**src/hw/lb_regs.svh**
```systemverilog
// timing and field constants for the local bus side control
// assumes inclusion by bare name from the design files
`ifndef LB_REGS_SVH
`define LB_REGS_SVH

// wait state counter width and wait figures per access kind
`define LB_WAIT_W        3
`define LB_W_REG_RD      3'h2
`define LB_W_REG_WR      3'h5
`define LB_W_RETRY       3'h1
`define LB_W_BURST_WR    3'h1
`define LB_W_POST_WR     3'h1
`define LB_W_READ        3'h2
`define LB_W_BURST_RD    3'h1
`define LB_W_UNALIGNED   3'h1
`define LB_W_DMA         3'h1
`define LB_W_NONE        3'h0

// burst geometry: address bits below a 16-byte line, beats after the first
`define LB_LINE_MSB      3
`define LB_LINE_ZERO     4'h0
`define LB_BEAT_W        2
`define LB_BEATS_LEFT    2'h3
`define LB_BEAT_NONE     2'h0

// reset values of the pin synchronisers (idle high)
`define LB_SYNC_W        2
`define LB_SYNC_IDLE     2'h3

`endif

```
**src/hw/lb_pkg.sv**
```systemverilog
// types shared by the local bus side control modules
// assumes nothing beyond a SystemVerilog compiler
`default_nettype none

package lb_pkg;

  typedef logic [31:0] addr_t;

  // slave cycle sequencer, gray along idle -> wait -> term
  typedef enum logic [1:0] {
    SL_IDLE = 2'h0,
    SL_WAIT = 2'h1,
    SL_TERM = 2'h3
  } slave_state_e;

  // bus ownership sequencer, gray along the usual path
  typedef enum logic [1:0] {
    AR_IDLE = 2'h0,
    AR_REQ  = 2'h1,
    AR_WAIT = 2'h3,
    AR_OWN  = 2'h2
  } arb_state_e;

  // kind of the slave cycle in progress
  typedef enum logic [2:0] {
    ACC_NONE = 3'h0,
    ACC_REG  = 3'h1,
    ACC_PCI  = 3'h2,
    ACC_DMA1 = 3'h3,
    ACC_DMA2 = 3'h4
  } acc_e;

  // how the cycle will be terminated
  typedef enum logic [1:0] {
    TT_ACK   = 2'h0,
    TT_RETRY = 2'h1,
    TT_ERR   = 2'h2
  } term_e;

endpackage : lb_pkg

`default_nettype wire

```
**src/hw/arb_if.sv**
```systemverilog
// request and grant between the slave top and the bus ownership module
// assumes both ends on the same local bus clock
`default_nettype none

interface arb_if;
  logic req;
  logic done;
  logic granted;

  modport owner (input req, input done, output granted);
  modport user  (output req, output done, input granted);
endinterface : arb_if

`default_nettype wire

```
**src/hw/bus_owner.sv**
```systemverilog
// local bus ownership: request, wait for grant and release, then hold
// assumes arbitration pins synchronous to clk
`default_nettype none

module bus_owner (
  // clock and reset
  input  wire logic clk,
  input  wire logic rst,
  // request side
  arb_if.owner      arb,
  // arbitration pins
  input  wire logic bus_grant_n,
  input  wire logic bus_busy_in_n,
  input  wire logic grant_ack_in_n,
  output logic      bus_req_n,
  output logic      bus_busy_out_n,
  output logic      bus_busy_oe,
  output logic      grant_ack_out_n,
  output logic      grant_ack_oe
);
  import lb_pkg::*;

  arb_state_e state_q;
  arb_state_e state_d;
  logic       released;

  // the previous master has let go of both ownership lines
  assign released = bus_busy_in_n & grant_ack_in_n;

  // next state
  always_comb begin
    state_d = state_q;
    case (state_q)
      AR_IDLE: if (arb.req) state_d = AR_REQ;
      AR_REQ:  if (!bus_grant_n) state_d = AR_WAIT;
      AR_WAIT: if (released) state_d = AR_OWN;
      AR_OWN:  if (arb.done) state_d = AR_IDLE;
      default: state_d = AR_IDLE;
    endcase
  end

  always_ff @(posedge clk or posedge rst) begin
    if (rst) state_q <= AR_IDLE;
    else     state_q <= state_d;
  end

  // drive ownership only once held
  assign bus_req_n       = !(state_q == AR_REQ);
  assign arb.granted     = (state_q == AR_OWN);
  assign bus_busy_out_n  = !(state_q == AR_OWN);
  assign bus_busy_oe     = (state_q == AR_OWN);
  assign grant_ack_out_n = !(state_q == AR_OWN);
  assign grant_ack_oe    = (state_q == AR_OWN);

endmodule // bus_owner

`default_nettype wire

```
**src/hw/local_bus_side_control.sv**
```systemverilog
// local bus side control of a processor-bus to PCI bridge
// assumes local bus pins synchronous to CLK; RST is the PCI reset, high
//
// What this block does
// - With the second processor family the transfer-end input is ignored entirely.
// - During handshake DMA the address lines are never decoded or used.
// - Dual-address handshake DMA cycles never end in retry or bus error.
// - Bursts outside handshake DMA that start off a 16-byte boundary get one extra wait state.
// - Bus ownership is taken only after the other master releases busy and grant-ack.
// - The reset output is asserted while the PCI reset is active.
// - Setting the software reset bit asserts the reset output.
// - With the window selected, image 0 is used when the choice pin is low, else image 1.
// - As host bridge, PCI INT# in drives the local interrupt output.
// - As adapter card, the local interrupt pin in drives PCI INT# out.
`default_nettype none
`include "lb_regs.svh"

module local_bus_side_control (
  // clock and reset
  input  wire logic         CLK,
  input  wire logic         RST,
  // selects and address phase
  input  wire logic         REG_SPACE_SELECT_N,
  input  wire logic         PCI_WINDOW_SELECT_N,
  input  wire logic         WINDOW_CHOICE,
  input  wire lb_pkg::addr_t ADDR,
  input  wire logic         XFER_START_N,
  input  wire logic         BURST_N,
  input  wire logic         READ,
  // cycle termination pins
  input  wire logic         ACK_IN_N,
  output logic              ACK_OUT_N,
  output logic              ACK_OE,
  output logic              ERR_OUT_N,
  output logic              ERR_OE,
  output logic              RETRY_OUT_N,
  output logic              RETRY_OE,
  // handshake dma
  input  wire logic         DMA_ACK_N,
  input  wire logic         XFER_END_N,
  input  wire logic         SECOND_FAMILY,
  input  wire logic         DMA_WANT,
  output logic              DMA_REQ_N,
  // internal channels
  input  wire logic         WIN_READY,
  input  wire logic         WIN_ERROR,
  input  wire logic         SOFT_RESET_BIT,
  output logic              REG_STROBE,
  output logic              PCI_STROBE,
  output logic              IMAGE_SEL,
  output logic              ACC_WRITE,
  output logic              ACC_BURST,
  output logic              DMA_BEAT,
  // local bus master request
  input  wire logic         QM_REQ,
  input  wire logic         QM_DONE,
  output logic              QM_GRANTED,
  // arbitration pins
  input  wire logic         BUS_GRANT_N,
  output logic              BUS_REQ_N,
  input  wire logic         BUS_BUSY_IN_N,
  output logic              BUS_BUSY_OUT_N,
  output logic              BUS_BUSY_OE,
  input  wire logic         GRANT_ACK_IN_N,
  output logic              GRANT_ACK_OUT_N,
  output logic              GRANT_ACK_OE,
  // reset output
  output logic              RESET_OUT_N,
  output logic              RESET_OE,
  // interrupts
  input  wire logic         HOST_MODE,
  input  wire logic         PCI_INT_IN_N,
  output logic              PCI_INT_OUT_N,
  output logic              PCI_INT_OE,
  input  wire logic         LOCAL_IRQ_IN_N,
  output logic              LOCAL_IRQ_OUT_N,
  output logic              LOCAL_IRQ_OE
);
  import lb_pkg::*;

  // ---- slave cycle state
  slave_state_e             state_q;
  slave_state_e             state_d;
  acc_e                     kind_q;
  acc_e                     kind_d;
  term_e                    term_q;
  term_e                    term_d;
  logic [`LB_WAIT_W-1:0]    wait_q;
  logic [`LB_WAIT_W-1:0]    wait_d;
  logic [`LB_BEAT_W-1:0]    beat_q;
  logic [`LB_BEAT_W-1:0]    beat_d;
  logic                     burst_q;
  logic                     write_q;
  logic                     image_q;

  // ---- decode wires
  logic                     sel_reg;
  logic                     sel_win;
  logic                     dma_ack;
  logic                     start;
  logic                     unaligned;
  logic [`LB_WAIT_W-1:0]    base_waits;
  logic [`LB_WAIT_W-1:0]    extra_waits;
  acc_e                     start_kind;
  term_e                    start_term;
  logic                     wait_done;
  logic                     dual_hold;
  logic                     last_beat;
  logic                     drives_term;

  // ---- strobes and dma
  logic                     reg_stb_q;
  logic                     pci_stb_q;
  logic                     dma_beat_q;
  logic                     dma_beat_d;
  logic                     end_seen_q;
  logic                     end_hit;

  // ---- reset and interrupt
  logic                     reset_q;
  logic [`LB_SYNC_W-1:0]    irq_sync;
  logic                     pci_int_act;
  logic                     loc_irq_act;
  logic                     loc_irq_q;
  logic                     pci_int_q;

  arb_if                    arb ();

  // selects: two separate chip selects, never the address, drive the choice
  assign dma_ack = !DMA_ACK_N;
  assign sel_reg = !REG_SPACE_SELECT_N && !dma_ack;
  assign sel_win = !PCI_WINDOW_SELECT_N;
  assign start   = !XFER_START_N && (state_q == SL_IDLE)
                   && (sel_reg || sel_win || dma_ack);

  // kind of cycle; single-address dma relies on the window select being off
  assign start_kind = dma_ack ? (sel_win ? ACC_DMA2 : ACC_DMA1)
                    : sel_reg ? ACC_REG : ACC_PCI;

  // alignment check uses the address only outside dma cycles
  assign unaligned = !dma_ack && !BURST_N
                     && (ADDR[`LB_LINE_MSB:0] != `LB_LINE_ZERO);
  assign extra_waits = unaligned ? `LB_W_UNALIGNED : `LB_W_NONE;

  // wait states per kind of access
  always_comb begin
    base_waits = `LB_W_NONE;
    case (start_kind)
      ACC_REG:  base_waits = READ ? `LB_W_REG_RD : `LB_W_REG_WR;
      ACC_PCI: begin
        if (!WIN_READY)   base_waits = `LB_W_RETRY;
        else if (READ)    base_waits = BURST_N ? `LB_W_READ : `LB_W_BURST_RD;
        else              base_waits = BURST_N ? `LB_W_POST_WR : `LB_W_BURST_WR;
      end
      ACC_DMA2: base_waits = `LB_W_DMA;
      default:  base_waits = `LB_W_NONE;
    endcase
  end

  // termination chosen at start; dual-address dma is never refused
  always_comb begin
    start_term = TT_ACK;
    if (start_kind == ACC_PCI && !WIN_READY) begin
      start_term = TT_RETRY;
    end
  end

  // sequencer conditions
  assign wait_done = (wait_q == `LB_W_NONE);
  assign dual_hold = (kind_q == ACC_DMA2) && !WIN_READY;
  assign last_beat = !burst_q || (beat_q == `LB_BEAT_NONE)
                     || (term_q != TT_ACK);

  // slave sequencer next state
  always_comb begin
    state_d = state_q;
    kind_d  = kind_q;
    term_d  = term_q;
    wait_d  = wait_q;
    beat_d  = beat_q;
    case (state_q)
      SL_IDLE: begin
        if (start) begin
          state_d = SL_WAIT;
          kind_d  = start_kind;
          term_d  = start_term;
          wait_d  = `LB_WAIT_W'(base_waits + extra_waits);
          beat_d  = `LB_BEATS_LEFT;
        end
      end
      SL_WAIT: begin
        if (kind_q == ACC_DMA1) begin
          // the memory acknowledges; this block only watches
          if (!ACK_IN_N || !dma_ack) begin
            state_d = SL_IDLE;
            kind_d  = ACC_NONE;
          end
        end else if (!wait_done) begin
          wait_d = wait_q - `LB_WAIT_W'(1);
        end else if (!dual_hold) begin
          state_d = SL_TERM;
          if (WIN_ERROR && kind_q == ACC_PCI && term_q == TT_ACK) begin
            term_d = TT_ERR; // dual dma never lands here
          end
        end
      end
      SL_TERM: begin
        if (last_beat) begin
          state_d = SL_IDLE;
          kind_d  = ACC_NONE;
        end else begin
          beat_d = beat_q - `LB_BEAT_W'(1);
        end
      end
      default: begin
        state_d = SL_IDLE;
        kind_d  = ACC_NONE;
      end
    endcase
  end

  // sequencer registers
  always_ff @(posedge CLK or posedge RST) begin
    if (RST) begin
      state_q <= SL_IDLE;
      kind_q  <= ACC_NONE;
      term_q  <= TT_ACK;
      wait_q  <= `LB_W_NONE;
      beat_q  <= `LB_BEAT_NONE;
    end else begin
      state_q <= state_d;
      kind_q  <= kind_d;
      term_q  <= term_d;
      wait_q  <= wait_d;
      beat_q  <= beat_d;
    end
  end

  // attributes captured at the start of a cycle
  always_ff @(posedge CLK or posedge RST) begin
    if (RST) begin
      burst_q <= 1'b0;
      write_q <= 1'b0;
      image_q <= 1'b0;
    end else if (start) begin
      burst_q <= !BURST_N;
      write_q <= !READ;
      image_q <= sel_win && WINDOW_CHOICE;
    end
  end

  // termination pins, driven only for cycles this block ends
  assign drives_term = (state_q != SL_IDLE) && (kind_q != ACC_DMA1);
  assign ACK_OE      = drives_term;
  assign ERR_OE      = drives_term && (kind_q != ACC_DMA2);
  assign RETRY_OE    = drives_term && (kind_q != ACC_DMA2);
  assign ACK_OUT_N   = !((state_q == SL_TERM) && (term_q == TT_ACK));
  assign ERR_OUT_N   = !((state_q == SL_TERM) && (term_q == TT_ERR));
  assign RETRY_OUT_N = !((state_q == SL_TERM) && (term_q == TT_RETRY));

  // one-cycle strobes toward the register and PCI channels
  always_ff @(posedge CLK or posedge RST) begin
    if (RST) begin
      reg_stb_q <= 1'b0;
      pci_stb_q <= 1'b0;
    end else begin
      reg_stb_q <= start && (start_kind == ACC_REG);
      pci_stb_q <= start && (start_term == TT_ACK)
                   && (start_kind == ACC_PCI || start_kind == ACC_DMA2);
    end
  end

  assign REG_STROBE = reg_stb_q;
  assign PCI_STROBE = pci_stb_q;
  assign IMAGE_SEL  = image_q;
  assign ACC_WRITE  = write_q;
  assign ACC_BURST  = burst_q;

  // dma beats: memory ack in single mode, own ack in dual mode
  assign dma_beat_d = ((state_q == SL_WAIT) && (kind_q == ACC_DMA1) && !ACK_IN_N)
                      || ((state_q == SL_TERM) && (kind_q == ACC_DMA2));

  // transfer end is honoured only outside the second family
  assign end_hit = dma_ack && !XFER_END_N && !SECOND_FAMILY;

  // dma request withdrawn after an end until the channel drops its want
  always_ff @(posedge CLK or posedge RST) begin
    if (RST) begin
      dma_beat_q <= 1'b0;
      end_seen_q <= 1'b0;
    end else begin
      dma_beat_q <= dma_beat_d;
      if (end_hit)        end_seen_q <= 1'b1;
      else if (!DMA_WANT) end_seen_q <= 1'b0;
    end
  end

  assign DMA_BEAT  = dma_beat_q;
  assign DMA_REQ_N = !(DMA_WANT && !end_seen_q);

  // bus ownership for the internal master
  assign arb.req    = QM_REQ;
  assign arb.done   = QM_DONE;
  assign QM_GRANTED = arb.granted;

  bus_owner u_owner (
    .clk             (CLK),
    .rst             (RST),
    .arb             (arb.owner),
    .bus_grant_n     (BUS_GRANT_N),
    .bus_busy_in_n   (BUS_BUSY_IN_N),
    .grant_ack_in_n  (GRANT_ACK_IN_N),
    .bus_req_n       (BUS_REQ_N),
    .bus_busy_out_n  (BUS_BUSY_OUT_N),
    .bus_busy_oe     (BUS_BUSY_OE),
    .grant_ack_out_n (GRANT_ACK_OUT_N),
    .grant_ack_oe    (GRANT_ACK_OE)
  );

  // reset output: held through PCI reset, then follows the soft bit
  always_ff @(posedge CLK or posedge RST) begin
    if (RST) reset_q <= 1'b1;
    else     reset_q <= SOFT_RESET_BIT;
  end

  assign RESET_OUT_N = !reset_q;
  assign RESET_OE    = reset_q; // released line floats high

  // interrupt pins are asynchronous to the local clock
  sync3 #(.W(`LB_SYNC_W)) u_irq_sync (
    .clk (CLK),
    .rst (RST),
    .d   ({PCI_INT_IN_N, LOCAL_IRQ_IN_N}),
    .q   (irq_sync)
  );

  assign pci_int_act = HOST_MODE && !irq_sync[1];
  assign loc_irq_act = !HOST_MODE && !irq_sync[0];

  // forward in the direction that the mode selects; no autovector drive
  always_ff @(posedge CLK or posedge RST) begin
    if (RST) begin
      loc_irq_q <= 1'b0;
      pci_int_q <= 1'b0;
    end else begin
      loc_irq_q <= pci_int_act;
      pci_int_q <= loc_irq_act;
    end
  end

  assign LOCAL_IRQ_OUT_N = !loc_irq_q;
  assign LOCAL_IRQ_OE    = loc_irq_q;
  assign PCI_INT_OUT_N   = !pci_int_q;
  assign PCI_INT_OE      = pci_int_q;

endmodule // local_bus_side_control

`default_nettype wire

```
**src/hw/sync3.sv**
```systemverilog
// three-stage synchroniser; output moves once stages two and three agree
// assumes asynchronous inputs that idle high
`default_nettype none
`include "lb_regs.svh"

module sync3 #(
  parameter int W = `LB_SYNC_W
) (
  // clock and reset
  input  wire logic         clk,
  input  wire logic         rst,
  // async level in, filtered level out
  input  wire logic [W-1:0] d,
  output logic      [W-1:0] q
);

  logic [W-1:0] s1_q;
  logic [W-1:0] s2_q;
  logic [W-1:0] s3_q;
  logic [W-1:0] q_d;
  logic [W-1:0] agree;

  // bits move only where the last two stages match
  assign agree = ~(s2_q ^ s3_q);
  assign q_d   = (s2_q & agree) | (q & ~agree);

  // shift chain; the first stage feeds only the second
  always_ff @(posedge clk or posedge rst) begin
    if (rst) begin
      s1_q <= W'(`LB_SYNC_IDLE);
      s2_q <= W'(`LB_SYNC_IDLE);
      s3_q <= W'(`LB_SYNC_IDLE);
      q    <= W'(`LB_SYNC_IDLE);
    end else begin
      s1_q <= d;
      s2_q <= s1_q;
      s3_q <= s2_q;
      q    <= q_d;
    end
  end

endmodule // sync3

`default_nettype wire
```
**config.mk**
```make
export PLATFORM = sky130hd
export DESIGN_NAME = local_bus_side_control
export DESIGN_NICKNAME = d
export VERILOG_FILES = /design/src/hw/lb_pkg.sv /design/src/hw/arb_if.sv /design/src/hw/bus_owner.sv /design/src/hw/local_bus_side_control.sv /design/src/hw/sync3.sv
export VERILOG_INCLUDE_DIRS = /design/src /design/src/hw
export SDC_FILE = /design/constraint.sdc
export NUM_CORES = 1
export LEC_CHECK = 0
export ABC_AREA = 1
export BUFFER_PORTS_ARGS = -buffer_cell sky130_fd_sc_hd__buf_2
export CAP_MARGIN = 20
export CORE_MARGIN = 2
export CORE_UTILIZATION = 43
export CTS_BUF_LIST = sky130_fd_sc_hd__clkbuf_8
export CTS_CLUSTER_DIAMETER = 200
export DETAILED_ROUTE_END_ITERATION = 16
export GPL_TIMING_DRIVEN = 0
export PLACE_DENSITY = 0.78
export SLEW_MARGIN = 20
export SYNTH_ARGS = -nofsm -noshare
export SYNTH_HDL_FRONTEND = slang
export SYNTH_SLANG_ARGS = --single-unit
```
**constraint.sdc**
```tcl
create_clock -name CLK -period 1.25 [get_ports CLK]
set_input_delay 0.125 -clock CLK [delete_from_list [all_inputs] [get_ports CLK]]
set_output_delay 0.125 -clock CLK [all_outputs]
set_load 0.01 [all_outputs]
```
[Word level (Yosys, flattened, before mapping)]
Index checks and enable logic that the tools add are counted.
Storage, ports and cells
  logic and storage cells: 179
  bits of input ports: 56
  bits in registers: 32
  output and inout bits: 25
Operators by class
  reduce and logical (&&, ||, !) cells: 74
  equal/unequal tests: 33
  add/subtract/negate cells: 3
  bitwise operators: 7
  muxes and demuxes: 42
Operator list (count)
  $mux W2: 21
  $mux W3: 10
  $logic_and A1 B1 Y1: 26
  $logic_not A1 Y1: 24
  $ne A2 B2 Y1 const B: 12
  $pmux W3 S3: 2
  $reduce_and A4 Y1: 3
  $logic_not A2 Y1: 5
  $eq A3 B2 Y1 const B: 3
  $ne A3 B2 Y1 const B: 3
  $eq A2 B2 Y1 const B: 4
  $pmux W2 S2: 2
  $pmux W2 S4: 1
  $reduce_bool A2 Y1: 4
  $logic_or A1 B1 Y1: 7
  $eq A2 B1 Y1 const B: 3
  $eq A3 B3 Y1 const B: 2
  $ne A2 B1 Y1 const B: 3
  $ne A3 B3 Y1 const B: 2
  $pmux W2 S3: 1
  $pmux W3 S2: 1
  $reduce_and A6 Y1: 1
  $reduce_and A5 Y1: 1
  $and A2 B2 Y2: 2
  12 further kinds: 16

[Longest topological paths before layout]
  depth in word-level cells: 10
  gate-level depth with buffers: 12
  gate-level depth less buffers: 11

[Modules after synthesis]
A second synthesis with hierarchy kept.
Unflattened totals
  cell total of the unflattened synthesis: 209
  area total of the unflattened synthesis: 1686.6 sq um
By module, submodules not included
  local_bus_side_control: cells an instance 169, area an instance 1287.5 sq um, seq. area each 551.8 sq um, instances 1
  sync3: cells an instance 17, area an instance 246.5 sq um, seq. area each 210.2 sq um, instances 1
  bus_owner: cells an instance 23, area an instance 152.6 sq um, seq. area each 50.0 sq um, instances 1

[Worst setup path after synthesis]
OpenSTA, ideal clock, no wires.
  path kind: input to register
  start point: input port DMA_ACK_N
  end point: register wait_q[1]
  arrival: 1.167 ns
  stages: 10
  setup time: 0.128 ns
  required time: 1.122 ns
  slack: -0.044 ns
  path buffers: 1
  path through: buf_2 > inv_1 > nand2_1 > nand3_1 > ha_1 > ha_1 > nand2_1 > o21ai_0 > nand2_1 > o21ai_0
Between the ends
  cells in the longest elaborated chain, start to end: 8
  elaborated cells on any way between the ends: 19
  classes of those cells: 1 x add/sub; 4 x eq/ne; 6 x mux; 8 x reduce/logical
RTL lines
  from (decl): RTL line local_bus_side_control.sv:39  | input wire logic DMA_ACK_N,
  $logic_and A1 B1 Y1: RTL line local_bus_side_control.sv:131  | assign sel_reg = !REG_SPACE_SELECT_N && !dma_ack;
  $mux W2: RTL line local_bus_side_control.sv:138  | : sel_reg ? ACC_REG : ACC_PCI;
  $mux W3: RTL line local_bus_side_control.sv:137  | assign start_kind = dma_ack ? (sel_win ? ACC_DMA2 : ACC_DMA1)
  $eq A3 B3 Y1, or another cell as far along: RTL line local_bus_side_control.sv:148  | case (start_kind)
  $pmux W3 S3: RTL line local_bus_side_control.sv:148
  $add A3 B1 Y3: RTL line local_bus_side_control.sv:187  | wait_d = `LB_WAIT_W'(base_waits + extra_waits);
  $mux W3: RTL line local_bus_side_control.sv:183  | if (start) begin
  $pmux W3 S2: RTL line local_bus_side_control.sv:181  | case (state_q)
  to (signal assigned): RTL line local_bus_side_control.sv:228  | wait_q <= `LB_W_NONE;
  to (signal assigned): RTL line local_bus_side_control.sv:234  | wait_q <= wait_d;
  to (decl): RTL line local_bus_side_control.sv:88  | logic [`LB_WAIT_W-1:0] wait_q;
Parallel ways exist; a longest one is shown, timed or not. The select of a mux whose other input is x is not followed.
A chain may end at the register's enable or synchronous reset.

[Worst setup path after layout]
  start point: register kind_q[0]
  end point: output port RETRY_OE
Between the ends
  cells in the longest elaborated chain, start to end: 3
  elaborated cells on any way between the ends: 4
  classes of those cells: 2 x eq/ne; 2 x reduce/logical
RTL lines
  from (decl): RTL line local_bus_side_control.sv:84  | acc_e kind_q;
  from (signal assigned): RTL line local_bus_side_control.sv:232  | kind_q <= kind_d;
  $ne A3 B2 Y1: RTL line local_bus_side_control.sv:253  | assign drives_term = (state_q != SL_IDLE) && (kind_q != ACC_DMA1);
  $logic_and A1 B1 Y1: RTL line local_bus_side_control.sv:253
  $logic_and A1 B1 Y1 (*): RTL line local_bus_side_control.sv:256  | assign RETRY_OE = drives_term && (kind_q != ACC_DMA2);
  to (decl): RTL line local_bus_side_control.sv:37  | output logic RETRY_OE,
Every way passes the cells marked *; elsewhere a longest branch is shown, timed or not.

==> results.json <==
{
  "start_util": 0.453,
  "maxCapViolCount": 0,
  "p_total_w": 0.00539,
  "critPathArrivalTime_ps": 1320,
  "place_area_um2": 1990,
  "core_area_um2": 3690,
  "vias": 1644,
  "track_usage": 0.201,
  "synth_top_area_frac": 0.345,
  "drt_iter0_drc": 74,
  "max_freq_ghz": 0.692,
  "status": "complete, but fails checks",
  "p_sw_frac": 0.416,
  "wire_per_inst_um": 12.6,
  "grt_use_met2": 0.360,
  "rows": 22,
  "worstMarginPinSlew_ps": 653,
  "slew_headroom": 0.564,
  "synth_seq_cells": 32,
  "crit_required_ps": 1120,
  "setup-violations-final": 23,
  "seq_area_frac_synth": 0.486,
  "antenna_found_initial": 0,
  "synth.most_common_cell": "nand2_1",
  "grtUsageMet1": 0.231,
  "synth_warnings": 0,
  "top_usage_layer": "met2",
  "dpl_worst_slack_ps": -199,
  "clock_power_share": 0.152,
  "design_area_um2": 2520,
  "die_x_um": 66.3,
  "p_comb_frac": 0.559,
  "crit_fanout": 4,
  "p_leak_nw": 1.28,
  "worst_setup_path_end_kind": "output port",
  "fin_worst_skew_ps": 6.55,
  "path_clk_slew_ps": 70,
  "overflow": 0,
  "period_needed_ps": 1450,
  "vias_per_cell": 4.82,
  "path_class": "flop to output port",
  "io_pins": 81,
  "grt_pass1_vias": 1513,
  "async_flop_share": 1.00,
  "dpl.hpwl_um": 2640,
  "cts_buffers": 5,
  "worstSetupStartpointType": "flop",
  "ys_top_cells_by_area": "dfrtp_1, dfstp_2, nand2_1",
  "synth_edf_count": 0,
  "die_h_um": 66.3,
  "nNetsFinal": 353,
  "synth_ff_type": "dfrtp_1",
  "synth_top_cell_by_area": "dfrtp_1",
  "violations": "negative setup slack",
  "cts_tree": "done",
  "numPortBuffers": 51,
  "hp-class": "primary input to flop",
  "finalMaxSlewViolations": 0,
  "place_congestion": 0.830,
  "use_met3": 0.0494,
  "reg2reg_slack_ps": -110,
  "clockBufferDepth": 2,
  "die_area_um2": 4400,
  "diodes": 0,
  "grt_first_pass_wirelength_um": 6550,
  "first_pass_iters": 4,
  "areaGrowthSynthToFinish_pct": 50.6,
  "fin_ws_ps": -195,
  "switching_power_w": 0.00224,
  "insertion_delay_ps": 290,
  "rsz0062_at_grt": "true",
  "clockRootBuffer": "clkbuf_8",
  "p_seq_frac": 0.289,
  "htreeDepth": 2,
  "post_synth.cell_area_avg_um2": 8.03,
  "post-route-period-util": 1.16,
  "syn-num-nets": 269,
  "route.final.wire_length_um": 4280,
  "drive_above_1_share": 0.481,
  "grt_max_degree": 33,
  "synth_common_cells": "nand2_1, inv_1, dfrtp_1",
  "drc_errors": 0,
  "hold_viol": 0,
  "postSynthCellCount": 208,
  "peakVddDrop_v": 0.00112,
  "syn-cell-area_um2": 1670,
  "synth_cell_types": 30,
  "powerDensity_nw_per_um2": 2140,
  "ant_nets": 0,
  "clock-sinks": 32,
  "fin_hold_ws_ps": 46.5,
  "intPower_w": 0.00315
}
==> stage by stage <==
stage	setup TNS, ps	utilization	std cells
final	-1500	0.682	341
after global routing	-2710	0.682	341
after CTS	-429	0.650	335
after detailed placement	-936	0.541	307
after global placement	-648	0.541	307
after floorplan	0	-	208
==> worst paths after layout <==
path                                           end  cells past startpoint               start
worst max-delay path                      RETRY_OE                      5           kind_q[0]
worst min-delay path                     ACC_BURST                      2             BURST_N
worst max register to register           wait_q[2]                      6          state_q[1]
worst min register to register  u_irq_sync.s2_q[0]                      0  u_irq_sync.s1_q[0]
max in group asynchronous                kind_q[2]                      3                 RST
min in group asynchronous                wait_q[0]                      3                 RST
==> critical path: stages, from the launching register on <==
cell     delay (ps)
dfrtp_1         440
nor2_2          150
nand2_1          90
and2_4          150
buf_6           100
buf_6           110
==> layout make-up <==
class	count	area (um^2)
inverters	33	134
repair buffers	78	529
well taps	48	60.1
clock inverters	3	23.8
multi-input cells	137	840
fillers	324	1170
clock buffers	5	68.8
flip-flops and latches	32	816
plain buffers	5	45.0
==> per-layer routing <==
layer  wire length [um]  share of wire
met1               1680           0.39
met5                  0              0
met2               2260           0.53
met4                135          0.032
met3                205          0.048
==> cells by family after synthesis <==
group / after synthesis / share of synthesized area
AOI/OAI and AO/OA: 23 / 0.0824
adders and majority gates: 7 / 0.0494
buffers and inverters: 39 / 0.0981
DFF: 32 / 0.486
and+or+nand+nor: 107 / 0.284
==> cell usage in the layout, fill, tap and decap left out, drive strengths merged <==
| cell type | count |
|---|---|
| inv | 33 |
| clkbuf | 5 |
| o211ai | 1 |
| or2 | 1 |
| maj3 | 2 |
| nand4 | 2 |
| dlygate4sd3 | 7 |
| a21oi | 2 |
| o31ai | 2 |
| ha | 5 |
| nor4 | 1 |
| nand2 | 59 |
| clkinv | 1 |
| dfstp | 9 |
| clkinvlp | 2 |
| nand3 | 17 |
| nor3 | 1 |
| dfrtp | 23 |
| nor2 | 24 |
| buf | 76 |
| o21ai | 16 |
| and2 | 2 |
| o22ai | 2 |
==> what timing repair did <==
item | CTS | global route
buffers inserted | 13 | 7
endpoints found under the hold margin | 28 | 0
resized for setup | 35 | 29
endpoints found under the setup margin | 24 | 22
pin swaps | 11 | 15
hold buffers | 7 | 0
==> power groups by stage <==
stage	registers (W)	clock network, W	logic [W]
CTS	0.00153	0.000840	0.00257
floorplan	0.00155	0	0.00137
global route	0.00159	0.000888	0.00331
global placement	0.00156	0	0.00184
finish	0.00156	0.000821	0.00301
detailed placement	0.00156	0	0.00189
==> sequential cells by signal, summed over array words and instances, names as in the netlist, 2 cells and up, named ones only <==
register         cells
beat_q               2
kind_q               3
state_q              2
term_q               2
u_irq_sync.s1_q      2
u_irq_sync.s2_q      2
u_irq_sync.s3_q      2
u_owner.state_q      2
wait_q               3
Power figures use the tool's default switching activity.
